### src/verilog/fcab_pkg.sv
// fcab_pkg: constants, register map and carrier types of the fabric csr access bridge.
// assumes a 32-bit apb host port and a single-cycle-per-word fabric csr target on pclk.
// Operation
// - four-bit byte-lane select, zero at reset
// - lane bit n governs data byte n
// - sixteen-bit target index, zero at reset
// - upper pause address: bits 47:32, ones
// - lower pause address: full 32 bits RW
// - pause frames use the 48-bit address
// - loader fills upper from bytes 05h, 06h
// - loader fills lower from bytes 01h..04h
// - loaded bytes also go to host address
// - host may overwrite after initialization
// - write-only window 200h..2dch, data resets zero
// - window write loads index, lanes, write, busy
// - busy clears when window write completes
// - window reads unsupported; use indirect path
// - window offset maps through fixed index table
// - busy launches operation, self-clears when done
// - direction zero writes, one reads
package fcab_pkg;
   // ----------------------------------------------------------------
   // register byte addresses
   // ----------------------------------------------------------------
   localparam logic [11:0] FCAB_CMD_OFF = 12'h1b0;
   localparam logic [11:0] FCAB_IDATA_OFF = 12'h1b4;
   localparam logic [11:0] FCAB_PSA_HI_OFF = 12'h1f0;
   localparam logic [11:0] FCAB_PSA_LO_OFF = 12'h1f4;
   localparam logic [11:0] FCAB_WIN_FIRST = 12'h200;
   localparam logic [11:0] FCAB_WIN_LAST = 12'h2dc;
   // ----------------------------------------------------------------
   // command register fields
   // ----------------------------------------------------------------
   localparam int FCAB_CMD_PEND_BIT = 31;
   localparam int FCAB_CMD_DIR_BIT = 30;
   localparam int FCAB_CMD_INC_BIT = 29;
   localparam int FCAB_CMD_DEC_BIT = 28;
   localparam int FCAB_CMD_BE_LSB = 16;
   localparam logic [3:0] FCAB_BE_RST = 4'h0;
   localparam logic [3:0] FCAB_BE_ALL = 4'hf;
   localparam logic [15:0] FCAB_INDEX_RST = 16'h0000;
   localparam logic FCAB_DIR_WRITE = 1'b0;
   localparam logic FCAB_DIR_READ = 1'b1;
   // ----------------------------------------------------------------
   // reset values and loader byte locations
   // ----------------------------------------------------------------
   localparam logic [15:0] FCAB_PSA_HI_RST = 16'hffff;
   // arbitrary neutral value
   localparam logic [31:0] FCAB_PSA_LO_RST = 32'h0000_0000;
   localparam logic [31:0] FCAB_WIN_DATA_RST = 32'h0000_0000;
   localparam logic [7:0] FCAB_EE_LO_B0 = 8'h01;
   localparam logic [7:0] FCAB_EE_LO_B3 = 8'h04;
   localparam logic [7:0] FCAB_EE_HI_B0 = 8'h05;
   localparam logic [7:0] FCAB_EE_HI_B1 = 8'h06;
   // ----------------------------------------------------------------
   // types
   // ----------------------------------------------------------------
   typedef enum logic [1:0] {
      FCAB_IDLE = 2'b01,
      FCAB_WAIT = 2'b10
   } fcab_state_t;
   typedef struct packed {
      logic req;
      logic write;
      logic [15:0] index;
      logic [3:0] lanes;
      logic [31:0] wdata;
   } fcab_fab_req_t;
   typedef struct packed {
      logic valid;
      logic [7:0] addr;
      logic [7:0] data;
   } fcab_ee_byte_t;
endpackage

### src/verilog/fcab_bridge.sv
// fcab_bridge: apb slave giving the host indirect and direct-window access to fabric csrs,
// plus the pause-frame source address preset by the eeprom loader.
// assumes fabric and loader logic run on pclk; fabric pulses ack once per held request.
`timescale 1ns/1ps
module fcab_bridge
   import fcab_pkg::*;
(
   // clock, reset, enable
   input wire logic pclk,
   input wire logic presetn,
   input wire logic ce,
   // apb slave
   input wire logic psel,
   input wire logic penable,
   input wire logic pwrite,
   input wire logic [11:0] paddr,
   input wire logic [31:0] pwdata,
   output logic [31:0] prdata,
   output logic pready,
   output logic pslverr,
   // fabric csr side
   output fcab_fab_req_t fab_req,
   input wire logic fab_ack,
   input wire logic [31:0] fab_rdata,
   // eeprom loader byte stream
   input fcab_ee_byte_t ee_byte,
   // address consumers
   output logic [47:0] pause_src_addr,
   output logic [15:0] host_station_addr_upper,
   output logic [31:0] host_station_addr_lower,
   output logic host_station_addr_load
);

   // ----------------------------------------------------------------
   // state
   // ----------------------------------------------------------------
   // one struct holds all state, so a single flop process and one reset cover it
   typedef struct packed {
      fcab_state_t st;
      logic fabric_op_pending;
      logic fabric_direction;
      logic index_step_up;
      logic index_step_down;
      logic [3:0] fabric_byte_lane_select;
      logic [15:0] fabric_target_index;
      logic [31:0] fabric_indirect_data;
      // kept on record only: the window cannot be read back
      logic [31:0] direct_write_value;
      logic [15:0] psa_hi;
      logic [31:0] psa_lo;
      logic [15:0] hsa_hi;
      logic [31:0] hsa_lo;
      logic hsa_load;
      logic [31:0] prdata;
      logic pready;
      logic pslverr;
      fcab_fab_req_t fab;
   } fcab_regs_t;

   fcab_regs_t s_r;
   fcab_regs_t s_nxt;

   // ----------------------------------------------------------------
   // host register decode
   // ----------------------------------------------------------------
   // one-hot select of the plain registers; write strobes and read mux share it,
   // so an offset can never be writable under one name and readable under another
   typedef struct packed {
      logic cmd;
      logic idata;
      logic psa_hi;
      logic psa_lo;
   } fcab_reg_sel_t;

   function automatic fcab_reg_sel_t fcab_reg_decode(input logic [11:0] a);
      fcab_reg_sel_t r;
      r.cmd = a == FCAB_CMD_OFF;
      r.idata = a == FCAB_IDATA_OFF;
      r.psa_hi = a == FCAB_PSA_HI_OFF;
      r.psa_lo = a == FCAB_PSA_LO_OFF;
      return r;
   endfunction

   // host view of the command register; bits 27:20 are reserved and read as zero
   function automatic logic [31:0] fcab_cmd_word(input fcab_regs_t s);
      logic [31:0] w;
      w = 32'h0000_0000;
      w[FCAB_CMD_PEND_BIT] = s.fabric_op_pending;
      w[FCAB_CMD_DIR_BIT] = s.fabric_direction;
      w[FCAB_CMD_INC_BIT] = s.index_step_up;
      w[FCAB_CMD_DEC_BIT] = s.index_step_down;
      w[FCAB_CMD_BE_LSB +: 4] = s.fabric_byte_lane_select;
      w[15:0] = s.fabric_target_index;
      return w;
   endfunction

   // ----------------------------------------------------------------
   // direct window translation
   // ----------------------------------------------------------------
   // returns {hit, index}; every aligned slot is mapped today, but the hit bit
   // keeps holes safe if the table ever grows sparse
   function automatic logic [16:0] fcab_win_map(input logic [11:0] a);
      logic [5:0] slot;
      logic [16:0] r;
      slot = 6'((a - FCAB_WIN_FIRST) >> 2);
      r = {1'b1, 16'h0000};
      if (a < FCAB_WIN_FIRST || a > FCAB_WIN_LAST || a[1:0] != 2'b00) begin
         r = 17'h00000;
      end else begin
         unique case (slot)
            6'h00: r[15:0] = 16'h0001;
            6'h01: r[15:0] = 16'h0004;
            6'h02: r[15:0] = 16'h0401;
            6'h03: r[15:0] = 16'h0440;
            6'h04: r[15:0] = 16'h0441;
            6'h05: r[15:0] = 16'h0480;
            6'h06: r[15:0] = 16'h0801;
            6'h07: r[15:0] = 16'h0840;
            6'h08: r[15:0] = 16'h0841;
            6'h09: r[15:0] = 16'h0880;
            6'h0a: r[15:0] = 16'h0c01;
            6'h0b: r[15:0] = 16'h0c40;
            6'h0c: r[15:0] = 16'h0c41;
            6'h0d: r[15:0] = 16'h0c80;
            6'h0e: r[15:0] = 16'h1800;
            6'h0f: r[15:0] = 16'h1801;
            6'h10: r[15:0] = 16'h1802;
            6'h11: r[15:0] = 16'h1809;
            6'h12: r[15:0] = 16'h180b;
            6'h13: r[15:0] = 16'h180c;
            6'h14: r[15:0] = 16'h1811;
            6'h15: r[15:0] = 16'h1812;
            6'h16: r[15:0] = 16'h1840;
            6'h17: r[15:0] = 16'h1841;
            6'h18: r[15:0] = 16'h1842;
            6'h19: r[15:0] = 16'h1843;
            6'h1a: r[15:0] = 16'h1845;
            6'h1b: r[15:0] = 16'h1846;
            6'h1c: r[15:0] = 16'h1847;
            6'h1d: r[15:0] = 16'h1848;
            6'h1e: r[15:0] = 16'h1849;
            6'h1f: r[15:0] = 16'h184a;
            6'h20: r[15:0] = 16'h184b;
            6'h21: r[15:0] = 16'h184d;
            6'h22: r[15:0] = 16'h1855;
            6'h23: r[15:0] = 16'h1856;
            6'h24: r[15:0] = 16'h1857;
            6'h25: r[15:0] = 16'h1880;
            6'h26: r[15:0] = 16'h1c00;
            6'h27: r[15:0] = 16'h1c01;
            6'h28: r[15:0] = 16'h1c02;
            6'h29: r[15:0] = 16'h1c03;
            6'h2a: r[15:0] = 16'h1c04;
            6'h2b: r[15:0] = 16'h1c09;
            6'h2c: r[15:0] = 16'h1c0a;
            6'h2d: r[15:0] = 16'h1c0c;
            6'h2e: r[15:0] = 16'h1c0d;
            6'h2f: r[15:0] = 16'h1c0e;
            6'h30: r[15:0] = 16'h1c0f;
            6'h31: r[15:0] = 16'h1c10;
            6'h32: r[15:0] = 16'h1c11;
            6'h33: r[15:0] = 16'h1c12;
            6'h34: r[15:0] = 16'h1c13;
            6'h35: r[15:0] = 16'h1c14;
            6'h36: r[15:0] = 16'h1c15;
            6'h37: r[15:0] = 16'h1c20;
            default: r = 17'h00000;
         endcase
      end
      return r;
   endfunction

   // ----------------------------------------------------------------
   // next state
   // ----------------------------------------------------------------
   logic setup;
   logic access;
   logic wr_cmd;
   logic wr_idata;
   logic wr_hi;
   logic wr_lo;
   fcab_reg_sel_t sel;
   logic [16:0] win;
   logic rd_known;
   logic [31:0] rd_val;

   always_comb begin
      s_nxt = s_r;
      setup = psel && !penable;
      access = psel && penable && s_r.pready;
      win = fcab_win_map(paddr);
      sel = fcab_reg_decode(paddr);
      // writes to the command path are dropped while an operation is in flight
      wr_cmd = access && pwrite && sel.cmd && !s_r.fabric_op_pending;
      wr_idata = access && pwrite && sel.idata && !s_r.fabric_op_pending;
      wr_hi = access && pwrite && sel.psa_hi;
      wr_lo = access && pwrite && sel.psa_lo;
      rd_known = 1'b1;
      rd_val = 32'h0000_0000;

      // apb answer: one wait-free access phase after each setup
      // pready comes from a flop, so every access costs one fixed cycle but no path is long
      s_nxt.pready = setup;
      s_nxt.pslverr = 1'b0;
      s_nxt.prdata = 32'h0000_0000;
      s_nxt.hsa_load = 1'b0;
      if (sel.cmd) begin
         rd_val = fcab_cmd_word(s_r);
      end else if (sel.idata) begin
         rd_val = s_r.fabric_indirect_data;
      end else if (sel.psa_hi) begin
         rd_val = {16'h0000, s_r.psa_hi};
      end else if (sel.psa_lo) begin
         rd_val = s_r.psa_lo;
      end else begin
         rd_known = 1'b0;
      end
      if (setup) begin
         s_nxt.prdata = pwrite ? 32'h0000_0000 : rd_val;
         // window reads and unmapped addresses answer with an error
         s_nxt.pslverr = pwrite ? !(rd_known || win[16]) : !rd_known;
      end

      // pause source address: host writes, then loader bytes on top
      // the loader byte wins a same-cycle clash; the other bytes of the register keep the host value
      if (wr_hi) begin
         s_nxt.psa_hi = pwdata[15:0];
      end
      if (wr_lo) begin
         s_nxt.psa_lo = pwdata;
      end
      if (ee_byte.valid) begin
         if (ee_byte.addr >= FCAB_EE_LO_B0 && ee_byte.addr <= FCAB_EE_LO_B3) begin
            s_nxt.psa_lo[8 * 2'(ee_byte.addr - FCAB_EE_LO_B0) +: 8] = ee_byte.data;
            s_nxt.hsa_lo[8 * 2'(ee_byte.addr - FCAB_EE_LO_B0) +: 8] = ee_byte.data;
            s_nxt.hsa_load = 1'b1;
         end else if (ee_byte.addr == FCAB_EE_HI_B0) begin
            s_nxt.psa_hi[7:0] = ee_byte.data;
            s_nxt.hsa_hi[7:0] = ee_byte.data;
            s_nxt.hsa_load = 1'b1;
         end else if (ee_byte.addr == FCAB_EE_HI_B1) begin
            s_nxt.psa_hi[15:8] = ee_byte.data;
            s_nxt.hsa_hi[15:8] = ee_byte.data;
            s_nxt.hsa_load = 1'b1;
         end
      end

      if (wr_idata) begin
         s_nxt.fabric_indirect_data = pwdata;
      end

      unique case (s_r.st)
         FCAB_IDLE: begin
            if (wr_cmd) begin
               s_nxt.fabric_op_pending = pwdata[FCAB_CMD_PEND_BIT];
               s_nxt.fabric_direction = pwdata[FCAB_CMD_DIR_BIT];
               s_nxt.index_step_up = pwdata[FCAB_CMD_INC_BIT];
               s_nxt.index_step_down = pwdata[FCAB_CMD_DEC_BIT];
               s_nxt.fabric_byte_lane_select = pwdata[FCAB_CMD_BE_LSB +: 4];
               s_nxt.fabric_target_index = pwdata[15:0];
               if (pwdata[FCAB_CMD_PEND_BIT]) begin
                  s_nxt.st = FCAB_WAIT;
                  s_nxt.fab.req = 1'b1;
                  s_nxt.fab.write = pwdata[FCAB_CMD_DIR_BIT] == FCAB_DIR_WRITE;
                  s_nxt.fab.index = pwdata[15:0];
                  s_nxt.fab.lanes = pwdata[FCAB_CMD_BE_LSB +: 4];
                  s_nxt.fab.wdata = s_r.fabric_indirect_data;
               end
            // the window reuses the command path, so the command register shows what ran;
            // a window write while busy breaks the host's wait and is dropped, not queued
            end else if (access && pwrite && win[16] && !s_r.fabric_op_pending) begin
               s_nxt.direct_write_value = pwdata;
               s_nxt.fabric_target_index = win[15:0];
               s_nxt.fabric_byte_lane_select = FCAB_BE_ALL;
               s_nxt.fabric_direction = FCAB_DIR_WRITE;
               s_nxt.fabric_op_pending = 1'b1;
               s_nxt.st = FCAB_WAIT;
               s_nxt.fab.req = 1'b1;
               s_nxt.fab.write = 1'b1;
               s_nxt.fab.index = win[15:0];
               s_nxt.fab.lanes = FCAB_BE_ALL;
               s_nxt.fab.wdata = pwdata;
            end
         end
         FCAB_WAIT: begin
            // every request field holds until the ack, so a slow fabric may sample late
            if (fab_ack) begin
               s_nxt.st = FCAB_IDLE;
               s_nxt.fab.req = 1'b0;
               s_nxt.fabric_op_pending = 1'b0;
               // read data is taken on the ack edge only; the fabric may drive junk otherwise
               if (!s_r.fab.write) begin
                  s_nxt.fabric_indirect_data = fab_rdata;
               end
            end
         end
      endcase
      // a window offset with no table entry matches neither launch branch, so it
      // leaves the command register and the fabric untouched
   end

   // ----------------------------------------------------------------
   // registers
   // ----------------------------------------------------------------
   // ce low freezes everything, apb answer included, so a stalled bus loses no pready
   always_ff @(posedge pclk or negedge presetn) begin
      if (!presetn) begin
         s_r.st <= FCAB_IDLE;
         s_r.fabric_op_pending <= 1'b0;
         s_r.fabric_direction <= FCAB_DIR_WRITE;
         s_r.index_step_up <= 1'b0;
         s_r.index_step_down <= 1'b0;
         s_r.fabric_byte_lane_select <= FCAB_BE_RST;
         s_r.fabric_target_index <= FCAB_INDEX_RST;
         s_r.fabric_indirect_data <= 32'h0000_0000;
         s_r.direct_write_value <= FCAB_WIN_DATA_RST;
         s_r.psa_hi <= FCAB_PSA_HI_RST;
         s_r.psa_lo <= FCAB_PSA_LO_RST;
         s_r.hsa_hi <= FCAB_PSA_HI_RST;
         s_r.hsa_lo <= FCAB_PSA_LO_RST;
         s_r.hsa_load <= 1'b0;
         s_r.prdata <= 32'h0000_0000;
         s_r.pready <= 1'b0;
         s_r.pslverr <= 1'b0;
         s_r.fab <= '0;
      end else if (ce) begin
         s_r <= s_nxt;
      end
   end

   // ----------------------------------------------------------------
   // outputs
   // ----------------------------------------------------------------
   // plain copies of state flops; no decode sits between a flop and its pin
   assign prdata = s_r.prdata;
   assign pready = s_r.pready;
   assign pslverr = s_r.pslverr;
   assign fab_req = s_r.fab;
   assign pause_src_addr = {s_r.psa_hi, s_r.psa_lo};
   assign host_station_addr_upper = s_r.hsa_hi;
   assign host_station_addr_lower = s_r.hsa_lo;
   assign host_station_addr_load = s_r.hsa_load;

endmodule // fcab_bridge

### config.mk
export PLATFORM = sky130hd
export DESIGN_NAME = fcab_bridge
export DESIGN_NICKNAME = d
export VERILOG_FILES = /design/src/verilog/fcab_pkg.sv /design/src/verilog/fcab_bridge.sv
export SDC_FILE = /design/constraint.sdc
export NUM_CORES = 1
export LEC_CHECK = 0
export BUFFER_PORTS_ARGS = -buffer_cell sky130_fd_sc_hd__buf_2
export CAP_MARGIN = 10
export CORE_MARGIN = 4
export CORE_UTILIZATION = 29
export DETAILED_ROUTE_END_ITERATION = 10
export PLACE_DENSITY = 0.54
export SLEW_MARGIN = 10
export SYNTH_ARGS = -nofsm -noshare
export SYNTH_HDL_FRONTEND = slang
export SYNTH_SLANG_ARGS = --single-unit
export TNS_END_PERCENT = 100
### constraint.sdc
create_clock -name pclk -period 6.3 [get_ports pclk]
set_clock_uncertainty 0.1 [all_clocks]
set_input_delay 0.945 -clock pclk [delete_from_list [all_inputs] [get_ports pclk]]
set_output_delay 0.945 -clock pclk [all_outputs]
set_load 0.02 [all_outputs]
Word-level counts from Yosys, hierarchy flattened
Cells that the tools add are included.

cells by class
  equal/unequal tests = 67
  bitwise gates (word level) = 3
  shift operators = 2
  order comparisons = 4
  mux-type cells = 49
  add/sub/neg operators = 3
  reduce and logical (&&, ||, !) cells = 32

operator list
  operator                   number
  $pmux W13 S56              1
  $mux W32                   13
  $mux W54                   3
  $eq A6 B6 Y1 const B       24
  $mux W97                   1
  $eq A6 B5 Y1 const B       16
  $bwmux W32                 2
  $reduce_or A56 Y1          1
  $eq A12 B9 Y1 const B      4
  $eq A6 B4 Y1 const B       8
  $mux W16                   3
  $mux W8                    6
  $mux W20                   2
  $neg A5 Y34                1
  $shift A8 B34 Y32 const A  1
  $shiftx A8 B34 Y32         1
  $eq A6 B3 Y1 const B       4
  $mux W17                   1
  $eq A8 B3 Y1 const B       2
  $logic_and A1 B1 Y1        13
  $eq A6 B2 Y1 const B       2
  $gt A12 B10 Y1 const B     1
  $lt A12 B10 Y1 const B     1
  $reduce_and A3 Y1          4
  22 further kinds           45

storage, ports and cells
  register bits after elaboration = 243
  logic and storage cells = 182
  output and inout bits = 185

Logic depth before layout (Yosys ltp)
Gate-level depths: netlist (run 1).

  depth after elaboration = 10
  depth in mapped cells = 9
  mapped depth without buffers = 7

Worst setup path before layout (run 1)
Ideal clock, no wire load.

  path kind = input to register
  from = input port paddr[10]
  to = register s_r, in the netlist fab_req[10]
  setup time = 127 ps
  data required time = 6073 ps
  path slack = 2737 ps
  data arrival time = 3335 ps
  cell stages on the path = 8
  cell sequence = or4_1 -> buf_2 -> or2_1 -> clkbuf_1 -> nor4_2 -> clkbuf_1 -> mux2_2 -> mux2_1

between the ends
  word-level cells in the longest chain between the ends = 8

ends and longest elaborated chain
  what                                                     line                text
  start: declaration                                       fcab_bridge.sv:16   input wire logic [11:0] paddr,
  $lt A12 B10 Y1 / $gt A12 B10 Y1 (equally long branches)  fcab_bridge.sv:107  if (a < FCAB_WIN_FIRST || a > FCAB_WIN_LAST || a[1:0] != 2'b00) begin
  $logic_or A1 B1 Y1 (2 in a row)                          fcab_bridge.sv:107
  $mux W17                                                 fcab_bridge.sv:107
  $logic_and A1 B1 Y1 (2 in a row)                         fcab_bridge.sv:271  end else if (access && pwrite && win[16] && !s_r.fabric_op_pending) begin
  $reduce_bool A2 Y1 (no line)                             --
  $reduce_and A4 Y1 (no line)                              --
  end signal: assignment                                   fcab_bridge.sv:327  s_r <= s_nxt;
  end: declaration                                         fcab_bridge.sv:60   fcab_regs_t s_r;

Several ways; a longest one is shown, not always the timed one.
A chain may end at the register's enable or synchronous reset.

Worst setup path after layout (run 1)
  from = input port paddr[7]
  to = register s_r, in the netlist fab_req[27]

between the ends
  word-level cells in the longest chain between the ends = 9

ends and longest elaborated chain
  what                                  line                text
  $sub A8 B1 Y8                         fcab_bridge.sv:105  slot = 6'((a - FCAB_WIN_FIRST) >> 2);
  $eq A6 B6 Y1 (tied with other cells)  fcab_bridge.sv:110  unique case (slot)
  $reduce_or A56 Y1 (no line)           --
  $mux W1                               fcab_bridge.sv:110
  $mux W17                              fcab_bridge.sv:107
  $logic_and A1 B1 Y1 (2 in a row)      fcab_bridge.sv:271
  $reduce_bool A2 Y1 (no line)          --
  $reduce_and A4 Y1 (no line)           --

Several ways; a longest one is shown, not always the timed one.

==> out/metrics.csv, run 1 <==
metric,value,unit
status,completed,
wl,49600,µm
worstMarginPinSlew,1.17,ns
start_util,29.2,%
portBuffers,284,
synth_cells,1291,
fin_crit,4.06,ns
postCtsSetupBuffers,0,
switchingPower,1.11,mW
synthToLayoutAreaGrowth,12.2,%
vdd_drop_max,0.000190,V
met3_length,4060,µm
synth_flop_cell,dfrtp_1,
crit_start,paddr[7],
hold_buffers,0,
clk_pin_slew_worst_paths,0.06,ns
hold_depth,2,
grt_pass1_vias,10491,
rsz0062_at_grt,false,
ff2ff_setup_slack,3.12,ns
gp_congestion,0.857,
synth_edf_count,0,
finalHoldViolations,0,
seq_area_frac_synth,46.0,%
cts_max_level,1,
post_drt_wl_per_cell,25.0,µm
fmax,0.246,GHz
p_int,2.96,mW
critPathKind,input pin to flop,
fp.dieH,222,µm
ios,285,
crit_path_end,fab_req[27],
met2_length,23000,µm
diodes,0,
cts-root-buf,clkbuf_16,
finalSetupViolCount,0,
remaining_drc_errors,0,
finalPower,4.07,mW
reg2reg_depth,6,
cp-start-kind,input pin,
post_cts_resize_count,0,
syn-cell-area,13200,µm²
power_density,274,nW/µm²
cp-end-kind,flop,
worstPathRequired,6.62,ns
viasPerCell,5.30,
ys_ff_latch,242,
syn_area_per_cell,10.3,µm²
critPathArrivalTime,4.39,ns
cts.sinks,242,
leakagePower,6.95,nW
drt_first_pass_iters,5,
fin_crit_sh,64.5,%
yosysMostFrequentCell,dfrtp_1,
power_frac_clock,42.4,%
antenna_found_initial,0,
highest_layer,met4,
r2r_end,fab_req[27],
grt_first_pass_wirelength,72500,µm
cts_tree,yes,
post-dp-hpwl,36200,µm
ys_warn_count,0,
yosys.area.top_type_share,39.5,%
m1WireLength,21400,µm
ant_nets,0,
core_area,45300,µm²
yosysTopAreaCell,dfrtp_1,
grt_usage,19.3,%
synthTopCellsByCount,"dfrtp_1, buf_4, nand2_1",
max_cap_violations,0,
async_reset_ff_share,100,%
die-area,49200,µm²
drive_above_1_share,34.2,%
max-slew-margin-rel,21.8,%
synth_nets,1397,
hp-class,flop to flop,
setup-tns-final,0,ns
yosys-top-cells-area,"dfrtp_1, buf_4, dfstp_2",
grt.overflow.total,0,
clkLatencyLatePin,0.56,ns
comb_power_share,13.1,%
cp_max_fo,41,
r2r-start,pready,
slew_violations,0,
drtIter0Drc,928,
final_nets,1468,
rows,78,
cts_buffers,29,
vias,10506,
pwr-share-seq,44.6,%
synth_cell_type_count,74,
swShare,27.4,%
die_w,222,µm
grt_max_degree,126,
clockBufferDepth,3,
-- worst min-delay path by stage --
stage / from / endpoint
after global routing: s_r[264] / s_r[264]
after CTS: s_r[263] / s_r[263]
after detailed placement: s_r[262] / s_r[262]
final: s_r[263] / s_r[263]
after global placement: s_r[262] / s_r[262]
after floorplan: s_r[258] / s_r[258]
-- per-stage QoR --
stage          instance area [µm²]  worst slack [ns]  instances  hold WS (ns)  utilization (%)
6_report                     14900              2.24       1982         0.361             32.8
4_1_cts                      14900              2.33       1982         0.365             32.8
3_3_place_gp                 13900              1.83       1931         0.345             30.7
2_1_floorplan                13200              2.74       1291         0.333                -
5_1_grt                      14900              2.06       1982         0.391             32.8
3_5_place_dp                 13900              1.74       1931         0.351             30.7
-- cell usage in the layout (no fill, tap or decap), types with 13 or more instances in the layout --
master     synthesis  final
mux2_1            30     30
dfrtp_1          209    209
a2bb2oi_1         42     42
o2bb2ai_1         34     34
nand3_1           34     34
mux2_2            52     52
a221o_1           17     17
nor2_1            34     34
inv_1             15     15
nor2b_1           29     29
o22ai_1           42     42
and2_1            17     16
dfstp_2           33     33
a22o_1            13     13
a22oi_1           21     21
buf_4            184     15
clkbuf_16          0     29
and3_1            15     15
o21ai_0           58     58
a21oi_1           50     49
o221a_2           24     24
buf_2              6    283
nand2_1          126    126
-- routing by layer --
layer	vias to the layer above	track usage, %
li1	4688	-
met5	-	0
met1	5326	26.3
met2	435	31.0
met3	57	5.16
met4	0	4.28
-- final cells by class --
| class | count | area [µm²] |
|---|---|---|
| multi-input combinational | 774 | 5430 |
| timing repair buffer | 300 | 1560 |
| clock buffer | 40 | 837 |
| clock inverter | 11 | 134 |
| inverter | 15 | 56.3 |
| fill | 4725 | 30400 |
| tap | 600 | 751 |
| sequential | 242 | 6100 |
-- cells by family after synthesis --
group	share of synthesized area (%)
AO/OA/AOI/OAI	20.2
XOR/XNOR	0.198
adder cells (fa/ha/maj)	0.567
buffers and inverters	13.2
flip-flops	46.0
multiplexers	7.58
AND/OR/NAND/NOR	12.2
-- critical path: stages --
cell and delay (ns):
buf_2 0.54, nand4b_1 0.50, or4_4 0.79, a211oi_4 0.45, and2_2 0.42, buf_4 0.33
mux2_1 0.36
-- power by group through the flow --
stage          registers (mW)  clock network (mW)  logic [mW]
4_1_cts                  1.81                1.77       0.534
3_5_place_dp             1.84                   0       0.531
5_1_grt                  1.83                1.83       0.578
2_1_floorplan            1.78                   0       0.352
3_3_place_gp             1.84                   0       0.522
6_report                 1.81                1.72       0.532
Note: power is estimated with default switching activity, not from simulation.
==> run 2, diff against run 1 <==
--- a/config.mk
+++ b/config.mk
@@ -10,7 +10,7 @@
 export CORE_MARGIN = 4
 export CORE_UTILIZATION = 29
 export DETAILED_ROUTE_END_ITERATION = 10
-export PLACE_DENSITY = 0.54
+export PLACE_DENSITY = 0.56
 export SLEW_MARGIN = 10
 export SYNTH_ARGS = -nofsm -noshare
 export SYNTH_HDL_FRONTEND = slang
==> constraint.sdc (replaced) <==
create_clock -name pclk -period 3.3 [get_ports pclk]
set_clock_uncertainty 0.1 [all_clocks]
set_input_delay 0.495 -clock pclk [delete_from_list [all_inputs] [get_ports pclk]]
set_output_delay 0.495 -clock pclk [all_outputs]
set_load 0.02 [all_outputs]
==> out/metrics.csv, run 2 (synthesized netlist as in run 1, its figures left out) <==
metric,value,unit,change
power_frac_clock,42.2,%,-0.2 points
critPathKind,input pin to flop,,
cp-start-kind,input pin,,
start_util,29.2,%,unchanged
crit_start,paddr[10],,
clkLatencyLatePin,0.56,ns,about the same
gp_congestion,0.861,,+0.40%
ios,285,,unchanged
critPathArrivalTime,2.92,ns,-1.47 ns
r2r_end,fab_req[7],,
cts.sinks,242,,unchanged
clk_pin_slew_worst_paths,0.06,ns,about the same
postCtsSetupBuffers,0,,unchanged
comb_power_share,13.5,%,+0.4 points
fill_cells,4678,,-0.99%
swShare,27.4,%,-0.030 points
hold_buffers,1,,+1
rsz0062_at_grt,false,,
switchingPower,2.13,mW,+92%
die_w,222,µm,unchanged
grt_pass1_vias,10835,,+3.3%
hp-class,input pin to flop,,
fin_crit,2.60,ns,
cp-end-kind,flop,,
rows,78,,unchanged
r2r-start,pready,,
worstPathRequired,3.63,ns,-2.99 ns
fp.dieH,222,µm,unchanged
vdd_drop_max,0.000315,V,+66%
wl,49700,µm,+0.32%
post_drt_wl_per_cell,24.6,µm,-1.8%
cts_max_level,1,,unchanged
setup-tns-final,0,ns,unchanged
layout_common_cells,"buf_2, dfrtp_1, nand2_1, o21ai_0, mux2_2",,
remaining_drc_errors,0,,unchanged
status,completed,,
pre_cts_slack,0.128,ns,-1.62 ns
clockBufferDepth,3,,unchanged
leakagePower,7.17,nW,+3.1%
max-slew-margin-rel,55.3,%,+33 points
drt_first_pass_iters,6,,+1
worstMarginPinSlew,0.668,ns,-0.504 ns
ff2ff_setup_slack,0.83,ns,-2.29 ns
layout_commonest_cell,buf_2,,
cts-root-buf,clkbuf_16,,
portBuffers,284,,unchanged
drtIter0Drc,869,,-6.4%
worst_slack,0.704,ns,-1.53 ns
fmax,0.385,GHz,
grt_max_degree,70,,-44%
slew_violations,0,,unchanged
timing.hold.ws,0.105,ns,-0.256 ns
pwr-share-seq,44.3,%,-0.3 points
drive_above_1_share,36.0,%,+1.8 points
grt_usage,19.4,%,+0.14 points
max_cap_violations,0,,unchanged
post-dp-hpwl,37000,µm,+2.2%
finalHoldViolations,0,,unchanged
ant_nets,0,,unchanged
reg2reg_depth,6,,unchanged
core_area,45300,µm²,unchanged
grt.overflow.total,0,,unchanged
grt_first_pass_wirelength,73200,µm,+0.86%
cts_buffers,28,,-3.4%
cp_max_fo,26,,-37%
power_density,511,nW/µm²,+87%
vias,10836,,+3.1%
cts_tree,yes,,
synthToLayoutAreaGrowth,15.3,%,
multi_input_area,5430,µm²,unchanged
regArea,6100,µm²,unchanged
post_cts_resize_count,0,,unchanged
finalSetupViolCount,0,,unchanged
final_nets,1508,,+2.7%
die-area,49200,µm²,unchanged
p_int,5.67,mW,+92%
viasPerCell,5.35,,+1.0%
fin_crit_sh,78.7,%,
crit_path_end,fab_req[16],,
antenna_found_initial,1,,+1
==> run 2: worst min-delay path by stage <==
stage / startpoint / endpoint / slack (ns) / depth (start not counted)
5_1_grt: pwdata[30] / fab_req[52] / 0.09 / 2
3_5_place_dp: s_r[258] / s_r[258] / 0.35 / 2
3_3_place_gp: s_r[262] / s_r[262] / 0.34 / 2
6_report: pwdata[30] / fab_req[52] / 0.11 / 2
2_1_floorplan: presetn / asynchronous set/reset pin / 0.1 / 0
4_1_cts: pwdata[30] / fab_req[52] / 0.07 / 2
==> run 2: metal layers <==
| layer | part of all wire [%] | up-vias | track usage, % |
|---|---|---|---|
| met5 | 0 | - | 0 |
| met4 | 3.7 | 0 | 5.98 |
| met3 | 7.5 | 84 | 4.40 |
| met2 | 45 | 492 | 30.7 |
| met1 | 44 | 5468 | 26.7 |
| li1 | - | 4792 | - |
==> run 2: layout make-up <==
cell class / instances / area share [%]
flip-flops and latches: 242 / 39.9
inverters: 15 / 0.369
multi-input cells: 774 / 35.5
diodes: 1 / 0.0164
well taps: 600 / 4.92
clock buffers: 41 / 5.51
clock inverters: 10 / 0.869
repair buffers: 341 / 12.8
==> run 2: through the flow <==
stage                     instances  util, %  area (µm²)  power [mW]
after floorplan                1291        -       13200        4.08
after global placement         1971     31.5       14300        4.53
after detailed placement       1971     31.5       14300        4.54
after CTS                      2023     33.7       15300        7.86
after global routing           2023     33.7       15300        8.10
final                          2024     33.7       15300        7.80
==> run 2: power groups by stage <==
stage / combinational, mW / sequential (mW) / clock (mW)
floorplan: 0.672 / 3.41 / 0
global placement: 1.03 / 3.50 / 0
detailed placement: 1.04 / 3.50 / 0
CTS: 1.05 / 3.45 / 3.36
global route: 1.14 / 3.48 / 3.48
finish: 1.05 / 3.46 / 3.29
==> run 2: worst max-delay path, stage by stage <==
cell and delay (ns):
buf_2 0.10, or4_1 0.66, or4_4 0.60, a211oi_4 0.25, and2_2 0.24, buf_12 0.21
mux2_1 0.35
==> run 3, diff against run 2 <==
--- a/config.mk
+++ b/config.mk
@@ -10,7 +10,7 @@
 export CORE_MARGIN = 4
 export CORE_UTILIZATION = 29
 export DETAILED_ROUTE_END_ITERATION = 10
-export PLACE_DENSITY = 0.56
+export PLACE_DENSITY = 0.54
 export SLEW_MARGIN = 10
 export SYNTH_ARGS = -nofsm -noshare
 export SYNTH_HDL_FRONTEND = slang
==> constraint.sdc (replaced) <==
create_clock -name pclk -period 2.7 [get_ports pclk]
set_clock_uncertainty 0.1 [all_clocks]
set_input_delay 0.405 -clock pclk [delete_from_list [all_inputs] [get_ports pclk]]
set_output_delay 0.405 -clock pclk [all_outputs]
set_load 0.02 [all_outputs]
==> out/metrics.csv, run 3 (synthesized netlist as in run 1, its figures left out) <==
metric,value,unit,change
status,completed,,
grt_first_pass_wirelength,73000,µm,-0.17%
fin_crit_sh,90.3,%,
remaining_drc_errors,0,,unchanged
layout_common_cells,"buf_2, dfrtp_1, nand2_1, buf_4, o21ai_0",,
max_cap_violations,0,,unchanged
stdcell_count,2062,,+1.9%
cp_slowest_cell,dfrtp_1,,
cts_tree,yes,,
core_area,45300,µm²,unchanged
fmax,0.410,GHz,
drtIter0Drc,986,,+13%
post_drt_wl_per_cell,24.0,µm,-2.1%
worstMarginPinSlew,0.757,ns,+0.0895 ns
fin_crit,2.44,ns,
diodes,0,,-1
crit_chain,"nand4_1, or2_2, nor4_4, buf_4, mux2_2, mux2_1",,
rows,78,,unchanged
slew_violations,0,,unchanged
final_nets,1544,,+2.4%
grt_pass1_vias,10725,,-1.0%
clk_pin_slew_worst_paths,0.06,ns,about the same
die-area,49200,µm²,unchanged
gp_congestion,0.852,,-1.0%
synthToLayoutAreaGrowth,18.1,%,
post_cts_resize_count,0,,unchanged
critPathKind,flop to flop,,
clockBufferDepth,3,,unchanged
antenna_found_initial,0,,-1
cp-end-kind,flop,,
cts_max_level,1,,unchanged
vdd_drop_max,0.000408,V,+30%
critical_path.max_stage_delay,0.38,ns,-0.28 ns
ant_nets,0,,unchanged
timing.hold.ws,0.0552,ns,-0.0499 ns
finalSetupViolCount,0,,unchanged
post-dp-hpwl,37300,µm,+0.62%
cp-start-kind,flop,,
ios,285,,unchanged
drive_above_1_share,37.6,%,+1.6 points
portBuffers,284,,unchanged
power_density,627,nW/µm²,+23%
cts_buffers,30,,+7.1%
leakagePower,7.39,nW,+3.1%
fp.dieH,222,µm,unchanged
cts.sinks,242,,unchanged
fill_cells,4635,,-0.92%
vias,10732,,-0.96%
start_util,29.2,%,unchanged
die_w,222,µm,unchanged
grt.overflow.total,0,,unchanged
dp_cells,2002,,+1.6%
cp_max_fo,13,,-50%
rsz0062_at_grt,false,,
regArea,6100,µm²,unchanged
drt_first_pass_iters,5,,-1
clkLatencyLatePin,0.56,ns,about the same
wl,49600,µm,-0.31%
cts-root-buf,clkbuf_16,,
hp-class,input pin to flop,,
multi_input_area,5430,µm²,about the same
worstPathRequired,3.04,ns,-0.59 ns
grt_max_degree,76,,+8.6%
max-slew-margin-rel,49.2,%,-6.1 points
layout_commonest_cell,buf_2,,
critPathArrivalTime,2.78,ns,-0.14 ns
finalHoldViolations,0,,unchanged
grt_usage,19.4,%,-0.063 points
viasPerCell,5.20,,-2.8%
[run 3: cell types whose count changed in the layout (fill, tap and decap cells not counted), sizes merged]
cell and change:
buf +31, bufinv +2, clkbuf -3, clkinv +4, clkinvlp +1, diode -1, dlygate4sd3 +3, inv +1
[run 3: final timing paths]
check | startpoint | end | slack [ns] | depth (start not counted)
setup / recovery | pready | fab_req[5] | 0.26 | 6
hold / removal | pwdata[28] | s_r[269] | 0.06 | 2
setup reg to reg | pready | fab_req[5] | 0.26 | 6
hold reg to reg | s_r[263] | s_r[263] | 0.37 | 2
max in group asynchronous | presetn | host_station_addr_upper[14] | 1.36 | 3
min in group asynchronous | presetn | asynchronous set/reset pin | 0.31 | 2
[run 3: power breakdown]
group | internal (mW) | switching (mW)
Sequential | 3.94 | 0.278
Combinational | 0.572 | 0.734
Clock | 2.65 | 1.64
Total | 7.17 | 2.65
[run 3: timing repair]
action	CTS	global route
hold endpoints to repair	60	0
hold buffers	4	0
buffers inserted	0	0
endpoints found under the setup margin	0	0
[run 3: metrics by stage]
step	worst slack, ns	util, %	setup TNS, ns	total power, mW	cell area [µm²]
after CTS	0.251	34.5	0	9.91	15600
after detailed placement	-0.215	32.1	-10.76	5.56	14500
after global placement	-0.137	32.1	-8.83	5.54	14500
after global routing	0.167	34.5	0	10.2	15600
after floorplan	-0.0930	-	-2.79	4.99	13300
final	0.261	34.5	0	9.82	15600
[run 3: per-layer routing]
layer / vias up / track usage (%) / part of all wire, %
met5: - / 0 / 0
met4: 0 / 3.56 / 1.9
met3: 45 / 4.44 / 7.0
met2: 415 / 32.0 / 47
met1: 5424 / 26.5 / 44
li1: 4848 / - / -
[run 3: layout make-up]
type / instances / area share [%]
Clock buffer: 38 / 5.32
Clock inverter: 18 / 1.46
Inverter: 15 / 0.360
Multi-Input combinational cell: 774 / 34.7
Sequential cell: 242 / 39.0
Tap cell: 600 / 4.80
Timing Repair Buffer: 375 / 14.4
[run 3: worst max-delay path, delay by kind of cell (launching register included)]
| family | cells | cell delay, ns |
|---|---|---|
| simple gates | 3 | 0.89 |
| flops | 1 | 0.38 |
| mux | 2 | 0.65 |
| buf+inv | 1 | 0.29 |
